[src/alcs_pkg.sv]
// Purpose: shared constants for the async line config and status block
// Assumes: word bit 0 is the msb, so printed bit n sits at index 15-n
// Notes:   instruction function codes are local to this block
package alcs_pkg;
  localparam int unsigned LINES      = 8;
  localparam int unsigned WORD_W     = 16;
  localparam int unsigned CHAR_W     = 8;
  localparam int unsigned LINE_W     = 3;
  localparam int unsigned ERR_W      = 3;
  localparam int unsigned RXE_W      = LINE_W + CHAR_W + ERR_W;
  localparam int unsigned MODEM_W    = 4;
  localparam int unsigned BUF_DEPTH  = 2;
  // line characteristics word fields
  localparam logic [1:0]  FMT_CLASS  = 2'b10;
  localparam int unsigned CLS_HI     = 15;
  localparam int unsigned CLS_LO     = 14;
  localparam int unsigned RATE_HI    = 10;
  localparam int unsigned RATE_LO    = 7;
  localparam int unsigned STOP_HI    = 6;
  localparam int unsigned STOP_LO    = 5;
  localparam int unsigned LEN_HI     = 4;
  localparam int unsigned LEN_LO     = 3;
  localparam int unsigned PAR_HI     = 2;
  localparam int unsigned PAR_LO     = 1;
  localparam int unsigned LOOP_BIT   = 0;
  // select, service and status word fields
  localparam int unsigned SEL_LN_HI  = 3;
  localparam int unsigned SEL_LN_LO  = 1;
  localparam int unsigned SECT_BIT   = 0;
  localparam int unsigned SRV_LN_HI  = 4;
  localparam int unsigned SRV_LN_LO  = 1;
  localparam int unsigned RCLK_BIT   = 8;
  localparam int unsigned FRM_BIT    = 3;
  localparam int unsigned PARE_BIT   = 2;
  localparam int unsigned OVR_BIT    = 1;
  localparam int unsigned MDM_HI     = 4;
  localparam int unsigned MDM_LO     = 1;
  localparam logic [WORD_W-1:0] FMT_RESET = 16'h8000;
  // rate codes
  localparam logic [3:0] RATE_19200 = 4'h1;
  localparam logic [3:0] RATE_75    = 4'h3;
  localparam logic [3:0] RATE_2400A = 4'h7;
  localparam logic [3:0] RATE_9600  = 4'h8;
  localparam logic [3:0] RATE_4800  = 4'h9;
  localparam logic [3:0] RATE_1200  = 4'hB;
  localparam logic [3:0] RATE_2400B = 4'hC;
  localparam logic [3:0] RATE_300   = 4'hD;
  localparam logic [3:0] RATE_110   = 4'hF;
  localparam logic [1:0] STOP_TWO   = 2'b01;
  localparam logic [1:0] LEN_FIVE   = 2'b00;
  localparam logic [1:0] PAR_ODD    = 2'b01;
  localparam logic [1:0] PAR_EVEN   = 2'b10;
  // stop length in half bits
  localparam logic [2:0] HALF_ONE   = 3'h2;
  localparam logic [2:0] HALF_ONEH  = 3'h3;
  localparam logic [2:0] HALF_TWO   = 3'h4;
  localparam logic [3:0] BITS_BASE  = 4'h5;
  typedef enum logic [2:0] {
    ALCS_NOP, ALCS_OUT_SELECT, ALCS_OUT_CONTROL,
    ALCS_IN_SERVICE, ALCS_IN_CHAR, ALCS_IN_STATUS
  } alcs_func_t;
endpackage

[src/alcs_buf_if.sv]
`timescale 1ns/1ps
// Purpose: carries the receive stream into and out of the two-entry buffer
// Assumes: one clock, shared clock enable
// Notes:   src side is the main module, store side the buffer
interface alcs_buf_if;
  logic                          ce;
  logic                          push_valid;
  logic                          push_ready;
  logic [alcs_pkg::RXE_W-1:0]    push_data;
  logic                          pop_valid;
  logic                          pop_ready;
  logic [alcs_pkg::RXE_W-1:0]    pop_data;
  modport src   (output ce, push_valid, push_data, pop_ready, input push_ready, pop_valid, pop_data);
  modport store (input ce, push_valid, push_data, pop_ready, output push_ready, pop_valid, pop_data);
endinterface

[src/alcs_rx_buf.sv]
`timescale 1ns/1ps
// Purpose: two-entry buffer for received characters with their line and errors
// Assumes: pop and push may occur in the same cycle
// Notes:   full blocks the source through push_ready
module alcs_rx_buf (
  input  wire logic mclk_i,
  input  wire logic arst_n_i,
  alcs_buf_if.store bif
);
  logic [alcs_pkg::RXE_W-1:0] mem [alcs_pkg::BUF_DEPTH];
  logic                       wr_ptr;
  logic                       rd_ptr;
  logic [1:0]                 count;
  wire                        do_push = bif.ce && bif.push_valid && bif.push_ready;
  wire                        do_pop  = bif.ce && bif.pop_valid && bif.pop_ready;

  assign bif.push_ready = (count != 2'h2);
  assign bif.pop_valid  = (count != 2'h0);
  assign bif.pop_data   = mem[rd_ptr];

  always_ff @(posedge mclk_i) begin
    if (do_push) begin
      mem[wr_ptr] <= bif.push_data;
    end
  end

  always_ff @(posedge mclk_i or negedge arst_n_i) begin
    if (!arst_n_i) begin
      wr_ptr <= 1'b0;
      rd_ptr <= 1'b0;
      count  <= 2'h0;
    end else begin
      wr_ptr <= wr_ptr ^ do_push;
      rd_ptr <= rd_ptr ^ do_pop;
      count  <= count + {1'b0, do_push} - {1'b0, do_pop};
    end
  end

  buf_no_overflow_a: assert property (@(posedge mclk_i) disable iff (!arst_n_i) count <= 2'h2)
    else $error("receive buffer count beyond two");
endmodule // alcs_rx_buf

[src/alcs_top.sv]
`timescale 1ns/1ps
// Purpose: line setting, service, receive and status words of an 8-line async mux
// Assumes: one programmed I/O instruction per io_strobe_i pulse, mclk_i at 20 MHz
// Notes:   answers are registered one cycle after the strobe
// How it works
// - rate field decoded to baud value
// - stop code selects one or two
// - length code gives five to eight
// - five bits turn two into one and a half
// - parity none, odd or even
// - bit 15 enables loopback per line
// - service read returns line and section
// - received character right justified
// - receiver status: framing, parity, overrun
// - modem status: cd, cts, dsr, ri
// - offline shows receiver clock zero level
// - explicit select of line and section
module alcs_top (
  input  wire logic                                  mclk_i,
  input  wire logic                                  arst_n_i,
  input  wire logic                                  ce_i,
  input  wire logic                                  io_strobe_i,
  input  wire logic [2:0]                            io_func_i,
  input  wire logic [alcs_pkg::WORD_W-1:0]           io_data_i,
  output logic      [alcs_pkg::WORD_W-1:0]           io_data_o,
  output logic                                       io_ack_o,
  input  wire logic                                  rx_valid_i,
  input  wire logic [alcs_pkg::RXE_W-1:0]            rx_data_i,
  output logic                                       rx_ready_o,
  input  wire logic [alcs_pkg::LINES-1:0]            tx_req_i,
  input  wire logic [alcs_pkg::LINES-1:0]            modem_chg_i,
  input  wire logic [alcs_pkg::LINES*alcs_pkg::MODEM_W-1:0] modem_i,
  input  wire logic                                  offline_i,
  input  wire logic                                  rcv_clk0_i,
  output logic      [alcs_pkg::LINE_W-1:0]           cur_line_o,
  output logic                                       cur_xmit_o,
  output logic      [14:0]                           baud_o,
  output logic      [2:0]                            stop_half_o,
  output logic      [3:0]                            data_bits_o,
  output logic                                       parity_en_o,
  output logic                                       parity_odd_o,
  output logic      [alcs_pkg::LINES-1:0]            loopback_o
);
  localparam int unsigned PW = alcs_pkg::LINES * alcs_pkg::MODEM_W + 1;

  // **************************************************
  // pin synchronisers
  // **************************************************
  logic [PW-1:0] pin_s1;
  logic [PW-1:0] pin_s2;
  logic [PW-1:0] pin_s3;
  logic [PW-1:0] pin_q;
  wire  [PW-1:0] pin_raw = {rcv_clk0_i, modem_i};

  always_ff @(posedge mclk_i or negedge arst_n_i) begin
    if (!arst_n_i) begin
      pin_s1 <= '0;
      pin_s2 <= '0;
      pin_s3 <= '0;
    end else if (ce_i) begin
      pin_s1 <= pin_raw;
      pin_s2 <= pin_s1;
      pin_s3 <= pin_s2;
    end
  end

  // a level is taken only once the last two stages agree
  for (genvar g = 0; g < PW; g++) begin : g_pin
    always_ff @(posedge mclk_i or negedge arst_n_i) begin
      if (!arst_n_i) begin
        pin_q[g] <= 1'b0;
      end else if (ce_i && (pin_s2[g] == pin_s3[g])) begin
        pin_q[g] <= pin_s3[g];
      end
    end
  end

  // **************************************************
  // decode functions
  // **************************************************
  // rate decode
  function automatic logic [14:0] rate_baud(input logic [3:0] code);
    case (code)
      alcs_pkg::RATE_19200: rate_baud = 15'h4B00;
      alcs_pkg::RATE_75:    rate_baud = 15'h004B;
      alcs_pkg::RATE_2400A: rate_baud = 15'h0960;
      alcs_pkg::RATE_9600:  rate_baud = 15'h2580;
      alcs_pkg::RATE_4800:  rate_baud = 15'h12C0;
      alcs_pkg::RATE_1200:  rate_baud = 15'h04B0;
      alcs_pkg::RATE_2400B: rate_baud = 15'h0960;
      alcs_pkg::RATE_300:   rate_baud = 15'h012C;
      alcs_pkg::RATE_110:   rate_baud = 15'h006E;
      default:              rate_baud = 15'h0000;
    endcase
  endfunction

  function automatic logic [2:0] stop_half(input logic [1:0] stop, input logic [1:0] len);
    if (stop != alcs_pkg::STOP_TWO) begin
      stop_half = alcs_pkg::HALF_ONE;
    end else if (len == alcs_pkg::LEN_FIVE) begin
      stop_half = alcs_pkg::HALF_ONEH;
    end else begin
      stop_half = alcs_pkg::HALF_TWO;
    end
  endfunction

  // **************************************************
  // instruction decode
  // **************************************************
  alcs_pkg::alcs_func_t func;
  assign func = alcs_pkg::alcs_func_t'(io_func_i);
  wire take       = ce_i && io_strobe_i;
  wire do_select  = take && (func == alcs_pkg::ALCS_OUT_SELECT);
  wire do_fmt     = take && (func == alcs_pkg::ALCS_OUT_CONTROL) &&
                    (io_data_i[alcs_pkg::CLS_HI:alcs_pkg::CLS_LO] == alcs_pkg::FMT_CLASS);
  wire do_service = take && (func == alcs_pkg::ALCS_IN_SERVICE);
  wire do_char    = take && (func == alcs_pkg::ALCS_IN_CHAR);
  wire do_status  = take && (func == alcs_pkg::ALCS_IN_STATUS);

  // **************************************************
  // receive buffer
  // **************************************************
  alcs_buf_if bif ();
  assign bif.ce         = ce_i;
  assign bif.push_valid = rx_valid_i;
  assign bif.push_data  = rx_data_i;
  assign bif.pop_ready  = do_char;
  assign rx_ready_o     = bif.push_ready;
  alcs_rx_buf u_buf (
    .mclk_i   (mclk_i),
    .arst_n_i (arst_n_i),
    .bif      (bif)
  );
  wire [alcs_pkg::LINE_W-1:0] head_line = bif.pop_data[alcs_pkg::RXE_W-1 -: alcs_pkg::LINE_W];
  // an empty buffer reads as zero, never as a stale entry
  wire [alcs_pkg::CHAR_W-1:0] head_char = bif.pop_valid ? bif.pop_data[alcs_pkg::ERR_W +: alcs_pkg::CHAR_W] : '0;
  wire [alcs_pkg::ERR_W-1:0]  head_err  = bif.pop_valid ? bif.pop_data[alcs_pkg::ERR_W-1:0] : '0;

  // **************************************************
  // service arbitration
  // **************************************************
  // receiver first, then modem change, then transmitter, lowest line wins for modem and transmitter
  logic [alcs_pkg::LINE_W-1:0] mdm_line;
  logic [alcs_pkg::LINE_W-1:0] tx_line;
  always_comb begin
    mdm_line = '0;
    tx_line  = '0;
    for (int i = alcs_pkg::LINES - 1; i >= 0; i--) begin
      if (modem_chg_i[i]) begin
        mdm_line = alcs_pkg::LINE_W'(i);
      end
      if (tx_req_i[i]) begin
        tx_line = alcs_pkg::LINE_W'(i);
      end
    end
  end
  wire                         srv_rx    = bif.pop_valid;
  wire                         srv_mdm   = !srv_rx && (modem_chg_i != '0);
  wire                         srv_tx    = !srv_rx && !srv_mdm && (tx_req_i != '0);
  wire [alcs_pkg::LINE_W-1:0]  srv_line  = srv_rx ? head_line : (srv_mdm ? mdm_line : tx_line);

  // **************************************************
  // current line, per-line settings
  // **************************************************
  logic [alcs_pkg::WORD_W-1:0] fmt [alcs_pkg::LINES];
  logic                        status_modem;
  logic                        status_valid;

  always_ff @(posedge mclk_i or negedge arst_n_i) begin
    if (!arst_n_i) begin
      cur_line_o   <= '0;
      cur_xmit_o   <= 1'b0;
      status_modem <= 1'b0;
      status_valid <= 1'b0;
    end else if (do_select) begin
      cur_line_o   <= io_data_i[alcs_pkg::SEL_LN_HI:alcs_pkg::SEL_LN_LO];
      cur_xmit_o   <= io_data_i[alcs_pkg::SECT_BIT];
      status_valid <= 1'b0;
    end else if (do_service) begin
      cur_line_o   <= srv_line;
      cur_xmit_o   <= srv_tx;
      status_modem <= srv_mdm;
      status_valid <= !srv_tx;
    end
  end

  for (genvar l = 0; l < alcs_pkg::LINES; l++) begin : g_line
    always_ff @(posedge mclk_i or negedge arst_n_i) begin
      if (!arst_n_i) begin
        fmt[l] <= alcs_pkg::FMT_RESET;
      end else if (do_fmt && (cur_line_o == alcs_pkg::LINE_W'(l))) begin
        fmt[l] <= io_data_i;
      end
    end
    assign loopback_o[l] = fmt[l][alcs_pkg::LOOP_BIT];
  end

  wire [alcs_pkg::WORD_W-1:0] cur_fmt = fmt[cur_line_o];
  wire [1:0] cur_len  = cur_fmt[alcs_pkg::LEN_HI:alcs_pkg::LEN_LO];
  wire [1:0] cur_par  = cur_fmt[alcs_pkg::PAR_HI:alcs_pkg::PAR_LO];

  always_ff @(posedge mclk_i or negedge arst_n_i) begin
    if (!arst_n_i) begin
      baud_o       <= '0;
      stop_half_o  <= alcs_pkg::HALF_ONE;
      data_bits_o  <= alcs_pkg::BITS_BASE;
      parity_en_o  <= 1'b0;
      parity_odd_o <= 1'b0;
    end else if (ce_i) begin
      baud_o       <= rate_baud(cur_fmt[alcs_pkg::RATE_HI:alcs_pkg::RATE_LO]);
      stop_half_o  <= stop_half(cur_fmt[alcs_pkg::STOP_HI:alcs_pkg::STOP_LO], cur_len);
      data_bits_o  <= alcs_pkg::BITS_BASE + {2'b00, cur_len};
      parity_en_o  <= (cur_par == alcs_pkg::PAR_ODD) || (cur_par == alcs_pkg::PAR_EVEN);
      parity_odd_o <= (cur_par == alcs_pkg::PAR_ODD);
    end
  end

  // **************************************************
  // input words
  // **************************************************
  logic [alcs_pkg::WORD_W-1:0] srv_word;
  logic [alcs_pkg::WORD_W-1:0] chr_word;
  logic [alcs_pkg::WORD_W-1:0] sts_word;
  wire  [alcs_pkg::MODEM_W-1:0] cur_mdm = pin_q[cur_line_o*alcs_pkg::MODEM_W +: alcs_pkg::MODEM_W];
  always_comb begin
    srv_word = '0;
    chr_word = '0;
    sts_word = '0;
    srv_word[alcs_pkg::SRV_LN_HI:alcs_pkg::SRV_LN_LO] = {1'b0, srv_line};
    srv_word[alcs_pkg::SECT_BIT] = srv_tx;
    chr_word[alcs_pkg::CHAR_W-1:0] = head_char;
    sts_word[alcs_pkg::RCLK_BIT] = offline_i && pin_q[PW-1];
    if (status_modem) begin
      sts_word[alcs_pkg::MDM_HI:alcs_pkg::MDM_LO] = cur_mdm;
      sts_word[alcs_pkg::SECT_BIT] = 1'b1;
    end else begin
      sts_word[alcs_pkg::FRM_BIT]  = head_err[2];
      sts_word[alcs_pkg::PARE_BIT] = head_err[1];
      sts_word[alcs_pkg::OVR_BIT]  = head_err[0];
    end
  end

  always_ff @(posedge mclk_i or negedge arst_n_i) begin
    if (!arst_n_i) begin
      io_data_o <= '0;
      io_ack_o  <= 1'b0;
    end else if (ce_i) begin
      io_ack_o  <= io_strobe_i;
      if (do_service) begin
        io_data_o <= srv_word;
      end else if (do_char) begin
        io_data_o <= chr_word;
      end else if (do_status) begin
        io_data_o <= sts_word;
      end
    end
  end

  // **************************************************
  // checks
  // **************************************************
  // rate decode
  rate_19200_a: assert property (@(posedge mclk_i) disable iff (!arst_n_i)
    ce_i && cur_fmt[alcs_pkg::RATE_HI:alcs_pkg::RATE_LO] == alcs_pkg::RATE_19200 |=> baud_o == 15'h4B00)
    else $error("rate code one not decoded as 19200");
  five_bit_stop_a: assert property (@(posedge mclk_i) disable iff (!arst_n_i)
    ce_i && cur_len == 2'b00 && cur_fmt[alcs_pkg::STOP_HI:alcs_pkg::STOP_LO] == 2'b01 |=> stop_half_o == 3'h3)
    else $error("five bit two stop not one and a half");
  word_len_a: assert property (@(posedge mclk_i) disable iff (!arst_n_i)
    ce_i && cur_len == 2'b11 |=> data_bits_o == 4'h8)
    else $error("eight bit length wrong");
  fmt_store_a: assert property (@(posedge mclk_i) disable iff (!arst_n_i)
    do_fmt |=> loopback_o[$past(cur_line_o)] == $past(io_data_i[alcs_pkg::LOOP_BIT]))
    else $error("characteristics word not stored");
  select_line_a: assert property (@(posedge mclk_i) disable iff (!arst_n_i)
    do_select |=> cur_line_o == $past(io_data_i[3:1]) && cur_xmit_o == $past(io_data_i[0]) && !status_valid)
    else $error("explicit select not taken");
  service_word_a: assert property (@(posedge mclk_i) disable iff (!arst_n_i)
    do_service && srv_rx |=> io_ack_o && io_data_o[0] == 1'b0 && io_data_o[3:1] == $past(head_line))
    else $error("service word wrong for receiver");
  rx_char_a: assert property (@(posedge mclk_i) disable iff (!arst_n_i)
    do_char |=> io_data_o[7:0] == $past(head_char) && io_data_o[15:8] == 8'h00)
    else $error("received character misplaced");
  rx_status_a: assert property (@(posedge mclk_i) disable iff (!arst_n_i)
    do_status && !status_modem |=> io_data_o[0] == 1'b0 && io_data_o[3] == $past(head_err[2]))
    else $error("receiver status wrong");
  modem_status_a: assert property (@(posedge mclk_i) disable iff (!arst_n_i)
    do_status && status_modem |=> io_data_o[0] && io_data_o[4:1] == $past(cur_mdm))
    else $error("modem status wrong");
  rclk_online_a: assert property (@(posedge mclk_i) disable iff (!arst_n_i)
    do_status && !offline_i |=> io_data_o[8] == 1'b0)
    else $error("clock bit shown while on line");
endmodule // alcs_top

[config.mk]
export PLATFORM = sky130hd
export DESIGN_NAME = alcs_top
export DESIGN_NICKNAME = d
export VERILOG_FILES = /design/src/alcs_pkg.sv /design/src/alcs_buf_if.sv /design/src/alcs_rx_buf.sv /design/src/alcs_top.sv
export SDC_FILE = /design/constraint.sdc
export NUM_CORES = 1
export LEC_CHECK = 0
export ABC_CLOCK_PERIOD_IN_PS = 2840
export BUFFER_PORTS_ARGS = -buffer_cell sky130_fd_sc_hd__clkbuf_2
export CORE_ASPECT_RATIO = 0.9
export CORE_UTILIZATION = 33
export DETAILED_ROUTE_END_ITERATION = 6
export GPL_TIMING_DRIVEN = 0
export PLACE_DENSITY_LB_ADDON = 0.15
export SYNTH_ARGS = -nofsm -noshare
export SYNTH_HDL_FRONTEND = slang
export SYNTH_SLANG_ARGS = --single-unit
[constraint.sdc]
create_clock -name mclk_i -period 2.84 [get_ports mclk_i]
set_input_delay 0.852 -clock mclk_i [delete_from_list [all_inputs] [get_ports mclk_i]]
set_output_delay 0.852 -clock mclk_i [all_outputs]
set_load 0.05 [all_outputs]
# [Word level (Yosys, flattened, before mapping)]
# Memories as Yosys holds them, arrays and structs flattened. A register that Yosys moved wholly into a read port is not among the register bits.
# Cells that the tools add are included.
# Widths: inputs -> output; s select.
[op_classes] n_reduce_logical=69 n_addsub=3 order_cmp=1 n_mux=37 bitwise_logic=4 n_eq_ne=50 shifts=1
[ops] op="$mux 3" n=24
[ops] op="$logic_and 1x1->1" n=56
[ops] op="$bmux 16 s3" n=1
[ops] op="$mux 16" n=3
[ops] op="$eq 1x1->1" n=33
[ops] op="$shiftx 33x6->4" n=1
[ops] op="$mux 11" n=2
[ops] op="$eq 3x3->1 const B" n=6
[ops] op="$reduce_bool 8->1" n=2
[ops] op="$eq 3x2->1 const B" n=4
[ops] op="$mux 8" n=1
[ops] op="$eq 3x1->1 const B" n=2
[ops] op="$mux 1" n=6
[ops] op="$add 3x2->4 const A" n=1
[ops] op="$eq 2x2->1 const B" n=2
[ops] op="$ge 4x4->1 const B" n=1
[ops] op="$not 3->4" n=1
[ops] op="$reduce_and 2->1" n=2
[ops] op="$reduce_bool 2->1" n=2
[ops] op="$logic_not 1->1" n=3
[ops] op="$logic_not 3->1" n=1
[ops] op="$reduce_bool 3->1" n=1
[ops] op="$add 2x1->2" n=1
[ops] op="$eq 2x1->1 const B" n=1
[ops] op="7 further kinds" n=8
[word_totals] memories=2 register_bits=295 input_bits=88 mem_bits_rw=28 wordCells=223 rom_bits=240
[memory_table] memory="(name not given)" words=16 width=15 rd=1 rd_ports_with_merged_regs=1 wr=0 line_no="alcs_top.sv:83" rtl="case (code)"
[memory_table] memory="u_buf.mem" words=2 width=14 rd=1 rd_ports_with_merged_regs=0 wr=1 line_no="alcs_rx_buf.sv:10" rtl="logic [alcs_pkg::RXE_W-1:0] mem [alcs_pkg::BUF_DEPTH];"

# [Logic depth before layout (Yosys ltp)]
[logic_depth] ltp_word=12 mapped_depth=10 depth_no_buf=9

# [Hierarchy]
# From an unflattened synthesis, not the netlist that was laid out.
[hier_totals] hier_cells=987 hier_area_um2=12643.4
[modules_own_cells] module="alcs_top" seq_area_each_um2=6485.0 n_inst=1 cells_each=920 area_per_inst_um2=11383.4
[modules_own_cells] module="alcs_rx_buf" seq_area_each_um2=940.9 n_inst=1 cells_each=67 area_per_inst_um2=1260.0

# [Worst setup path after synthesis]
# No wires, ideal clock.
[synth_timing] kind="reg2reg" start="reg cur_line_o[1] (netlist name)" end="reg baud_o[11]" period_less_slack_ns=2.731 setup_ns=0.141 stages_incl_launch_ff=10 t_required_ns=2.699 arrival_ns=2.590 setup_slack_ns=0.109 path_buffers=2 path_cell_list="dfrtp_1 > buf_2 > buf_6 > mux4_2 > mux2i_1 > inv_1 > ha_1 > and2_1 > o21ai_0 > a31oi_1"
[synth_via] elab_chain_cells=4
[synth_rtl] element="start: declaration" line_no="alcs_top.sv:35" rtl="output logic [alcs_pkg::LINE_W-1:0] cur_line_o,"
[synth_rtl] element="start signal: assignment" line_no="alcs_top.sv:176" rtl="cur_line_o <= io_data_i[alcs_pkg::SEL_LN_HI:alcs_pkg::SEL_LN_LO];"
[synth_rtl] element="start signal: assignment" line_no="alcs_top.sv:180" rtl="cur_line_o <= srv_line;"
[synth_rtl] element="$not 3->4 (not written as such)" line_no="alcs_top.sv:198" rtl="wire [alcs_pkg::WORD_W-1:0] cur_fmt = fmt[cur_line_o];"
[synth_rtl] element="$bmux 16 s3" line_no="alcs_top.sv:198"
[synth_rtl] element="$mux 11 (not written as such) (2 in series)" line_no="alcs_top.sv:198"
[synth_rtl] element="end: declaration" line_no="alcs_top.sv:37" rtl="output logic [14:0] baud_o,"
# Every way passes these cells. The select of a mux whose other input is x is not followed.
# A chain may end at the register's enable or synchronous reset.

# [Worst setup path in the final report]
[layout_timing] start="reg cur_line_o[1] (netlist name)" end="reg parity_en_o"
[layout_via] elab_chain_cells=6 elab_cells_between_ends=7
[layout_rtl] element="$not 3->4 (not written as such) *" line_no="alcs_top.sv:198"
[layout_rtl] element="$bmux 16 s3 *" line_no="alcs_top.sv:198"
[layout_rtl] element="$mux 11 (not written as such) * (2 in series)" line_no="alcs_top.sv:198"
[layout_rtl] element="$eq 2x1->1 or $eq 2x2->1 (tied branches)" line_no="alcs_top.sv:213" rtl="parity_en_o <= (cur_par == alcs_pkg::PAR_ODD) || (cur_par == alcs_pkg::PAR_EVEN);"
[layout_rtl] element="$logic_or 1x1->1 *" line_no="alcs_top.sv:213"
[layout_rtl] element="end signal: assignment" line_no="alcs_top.sv:213"
[layout_rtl] element="end: declaration" line_no="alcs_top.sv:40" rtl="output logic parity_en_o,"
# Mark *: on every way between the ends. The rest lies on a longest branch, timed or not. The select of a mux whose other input is x is not followed.

==> impl_metrics.csv <==
group,metric,value,unit
setup_path,worst_ep_arrival_time,3160,ps
clock_tree,cts_root_buffer,"clkbuf_16",
clock_tree,htreeDepth,1,
grt,antenna_found_initial,0,
route,first_pass_iters,4,
route,routed_wl,31300,um
job,drv_cap,0,
setup_path,critPathCaptureType,"flip-flop",
timing,relSlewSlack,41.5,%
floorplanning,die-area,0.0388,mm^2
cells_and_area,drive_gt1_share,36.5,%
cells_and_area,syn_to_final_growth,18.8,%
floorplanning,die_h,187,um
placement,port-buffer-count,130,
logic_synthesis,postSynthAreaPerCell,13.0,um^2
hold_path,hold_path.class,"in -> async",
grt,grt_max_degree,112,
logic_synthesis,synth_edf_count,28,
setup_path,worst_setup_path_start_kind,"flip-flop",
timing,tns,0,ps
setup_path,crit_path_cell_trace,"buf_2, buf_6, buf_4, buf_2, mux4_2, mux2i_2, ha_1, o21ai_0",
setup_path,crit_top_cell,"buf_2",
logic_synthesis,ys_seq_area_share,59.2,%
floorplanning,rows,67,
timing,timing.fmax,0.372,GHz
run_status,status,"finished clean",
timing,setup_viol,0,
logic_synthesis,netlist_top_cells_area,"dfrtp_1 (52%), mux2_2 (15%), edfxtp_1 (6.7%)",
clock_tree,cts.sinks,291,
logic_synthesis,yosysTopAreaCell,"dfrtp_1",
route,dr_total_vias,8163,
route,route.detailed.drc,0,
cells_and_area,filler_cell_count,3599,
route,drt_iter0_markers,479,
pwr,power_leakage,6.82,nW
clock_tree,clk_pin_slew,60,ps
setup_path,crit_fanout,10,
setup_path,slowest_delay,370,ps
timing,worstMarginPinSlew,878,ps
pwr,power_density,789,mW/mm^2
cells_and_area,fin_nets,1235,
clock_tree,post_cts_buffers,0,
timing,fin_skew,9.35,ps
setup_path,cp.required,3310,ps
logic_synthesis,synth.distinct_cells,57,
route,wl_per_cell,19.0,um
cells_and_area,utilization,39.9,%
route,postRouteAntennaNets,0,
pwr,peakVddDrop,0.428,mV
logic_synthesis,synth_cells,967,
timing,slew_viol_final,0,
grt,grt.total_usage,16.5,%
placement,place_hpwl,21900,um
pwr,power,11.8,mW
clock_tree,hold_buffers,0,
clock_tree,cts_tree,"yes",
logic_synthesis,ys.flop_type,"dfrtp_1",
floorplanning,initial_core_util,33.6,%
logic_synthesis,synth_seq_cells,291,
floorplanning,core_area,0.0373,mm^2
floorplanning,ios,142,
clock_tree,cts_inserted_buffers,31,
timing,fin_crit,2690,ps
clock_tree,insertion_delay,560,ps
grt,grt_pass1_wl,49700,um
logic_synthesis,synth_most_common_cell,"dfrtp_1",
setup_path,slowest_stage,"mux4_2",
clock_tree,clock_path_buffers,3,
grt,grt_pass1_vias,8276,
timing,period_share,94.7,%
grt,gr-total-overflow,0,
placement,place_inst,1588,
logic_synthesis,postSynth.asyncResetShare,90.4,%
placement,gp_congestion,0.778,
logic_synthesis,synth_top_area_share,51.9,%
logic_synthesis,netlist_top_cells_count,"dfrtp_1 (260), mux2_2 (165), o21ai_0 (117)",
logic_synthesis,syn_area,0.0125,mm^2
route,viasPerCell,4.97,
cells_and_area,stdcell_count,1643,
logic_synthesis,yosys_warnings,0,
timing,rsz0062_at_grt,"false",
cells_and_area,antennaDiodeCount,0,
timing,timing.hold.ws,310,ps
floorplanning,die_x,207,um
timing,hold_viol,0,
setup_path,critPathKind,"reg -> reg",
-- metal layers --
| layer | routed length (um) | track usage [%] | share of wire (%) | up-vias |
|---|---|---|---|---|
| li1 | - | - | - | 3779 |
| met5 | 0 | 0 | 0 | - |
| met4 | 795 | 4.68 | 2.5 | 0 |
| met3 | 1420 | 2.89 | 4.5 | 46 |
| met2 | 13600 | 24.4 | 44 | 173 |
| met1 | 15400 | 24.7 | 49 | 4165 |
-- through the flow --
stage                     area, um^2  worst slack (ps)
after floorplan                12600               109
after global placement         13800             -4920
after detailed placement       13900             -1110
after CTS                      14900              8.50
after global routing           14900              8.77
final                          14900               151
-- cells in the final DEF (no fill, tap or decap), drive strengths merged, types with 11 or more instances in the layout --
cell type	synthesis	routed
dfrtp	260	260
edfxtp	28	28
nor2	27	27
mux4	25	25
nand2	60	60
mux2i	24	24
buf	38	40
inv	57	58
mux2	165	165
o21ai	117	117
clkbuf	26	199
ha	11	11
a21oi	39	39
-- sequential cells by signal (all words and copies together) (netlist names), 2 cells and up --
name / count
pin_s1: 33
cur_line_o: 3
fmt: 80
loopback_o: 8
pin_q: 33
pin_s3: 33
io_data_o: 9
u_buf.count: 2
data_bits_o: 4
baud_o: 15
stop_half_o: 3
pin_s2: 33
u_buf.mem: 28
-- worst paths after layout --
| check | start | to | slack [ps] | cells past startpoint |
|---|---|---|---|---|
| worst min register to register | io_data_o[7]$_DFFE_PN0P_ | io_data_o[7]$_DFFE_PN0P_ | 480 | 2 |
| worst max register to register | cur_line_o[1]$_DFFE_PN0P_ | parity_en_o$_DFFE_PN0P_ | 150 | 8 |
| min in group mclk_i | io_data_o[7]$_DFFE_PN0P_ | io_data_o[7]$_DFFE_PN0P_ | 480 | 2 |
| worst max-delay path | cur_line_o[1]$_DFFE_PN0P_ | parity_en_o$_DFFE_PN0P_ | 150 | 8 |
| max in group asynchronous | arst_n_i | fmt[54]$_DFFE_PN0P_ | 1140 | 3 |
| worst min-delay path | arst_n_i | pin_s1[9]$_DFFE_PN0P_ | 310 | 1 |
-- report_power, final --
group	switching (mW)	total, mW	internal [mW]
sequential	0.459	5.30	4.84
combinational	1.55	2.55	0.995
clock	1.65	3.92	2.27
-- critical path: cells and delay by family, from the launching register on --
| kind | cells | cell delay, ps |
|---|---|---|
| AO/OA/AOI/OAI | 1 | 160 |
| flip-flops | 1 | 350 |
| multiplexers | 2 | 720 |
| adder cells (fa/ha/maj) | 1 | 310 |
| buffers and inverters | 4 | 1040 |
-- cell families after synthesis --
group | count (synthesis) | share of synthesized area (%)
XOR/XNOR | 4 | 0.279
adder cells (fa/ha/maj) | 11 | 1.10
multiplexers | 214 | 21.4
other | 1 | 0.0299
flip-flops | 291 | 59.2
AND/OR/NAND/NOR | 136 | 5.18
buffers and inverters | 121 | 4.34
AO/OA/AOI/OAI | 189 | 8.45
-- final cells by class --
cell class                 count  area [um^2]  share of cell area, %
multi-input combinational    561         4630                   31.1
buffer                        62          329                   2.21
sequential                   291         7430                   49.8
timing repair buffer         132          714                   4.80
clock inverter                12         85.1                  0.571
tap                          483          604                   4.06
inverter                      57          214                   1.44
clock buffer                  45          898                   6.03
-- repair_timing --
action | CTS | global route
gates cloned | 0 | 0
gates resized for setup | 6 | 5
endpoints found under the setup margin | 41 | 34
hold endpoints to repair | 0 | 0
No activity file was read; power rests on OpenSTA's default activity.
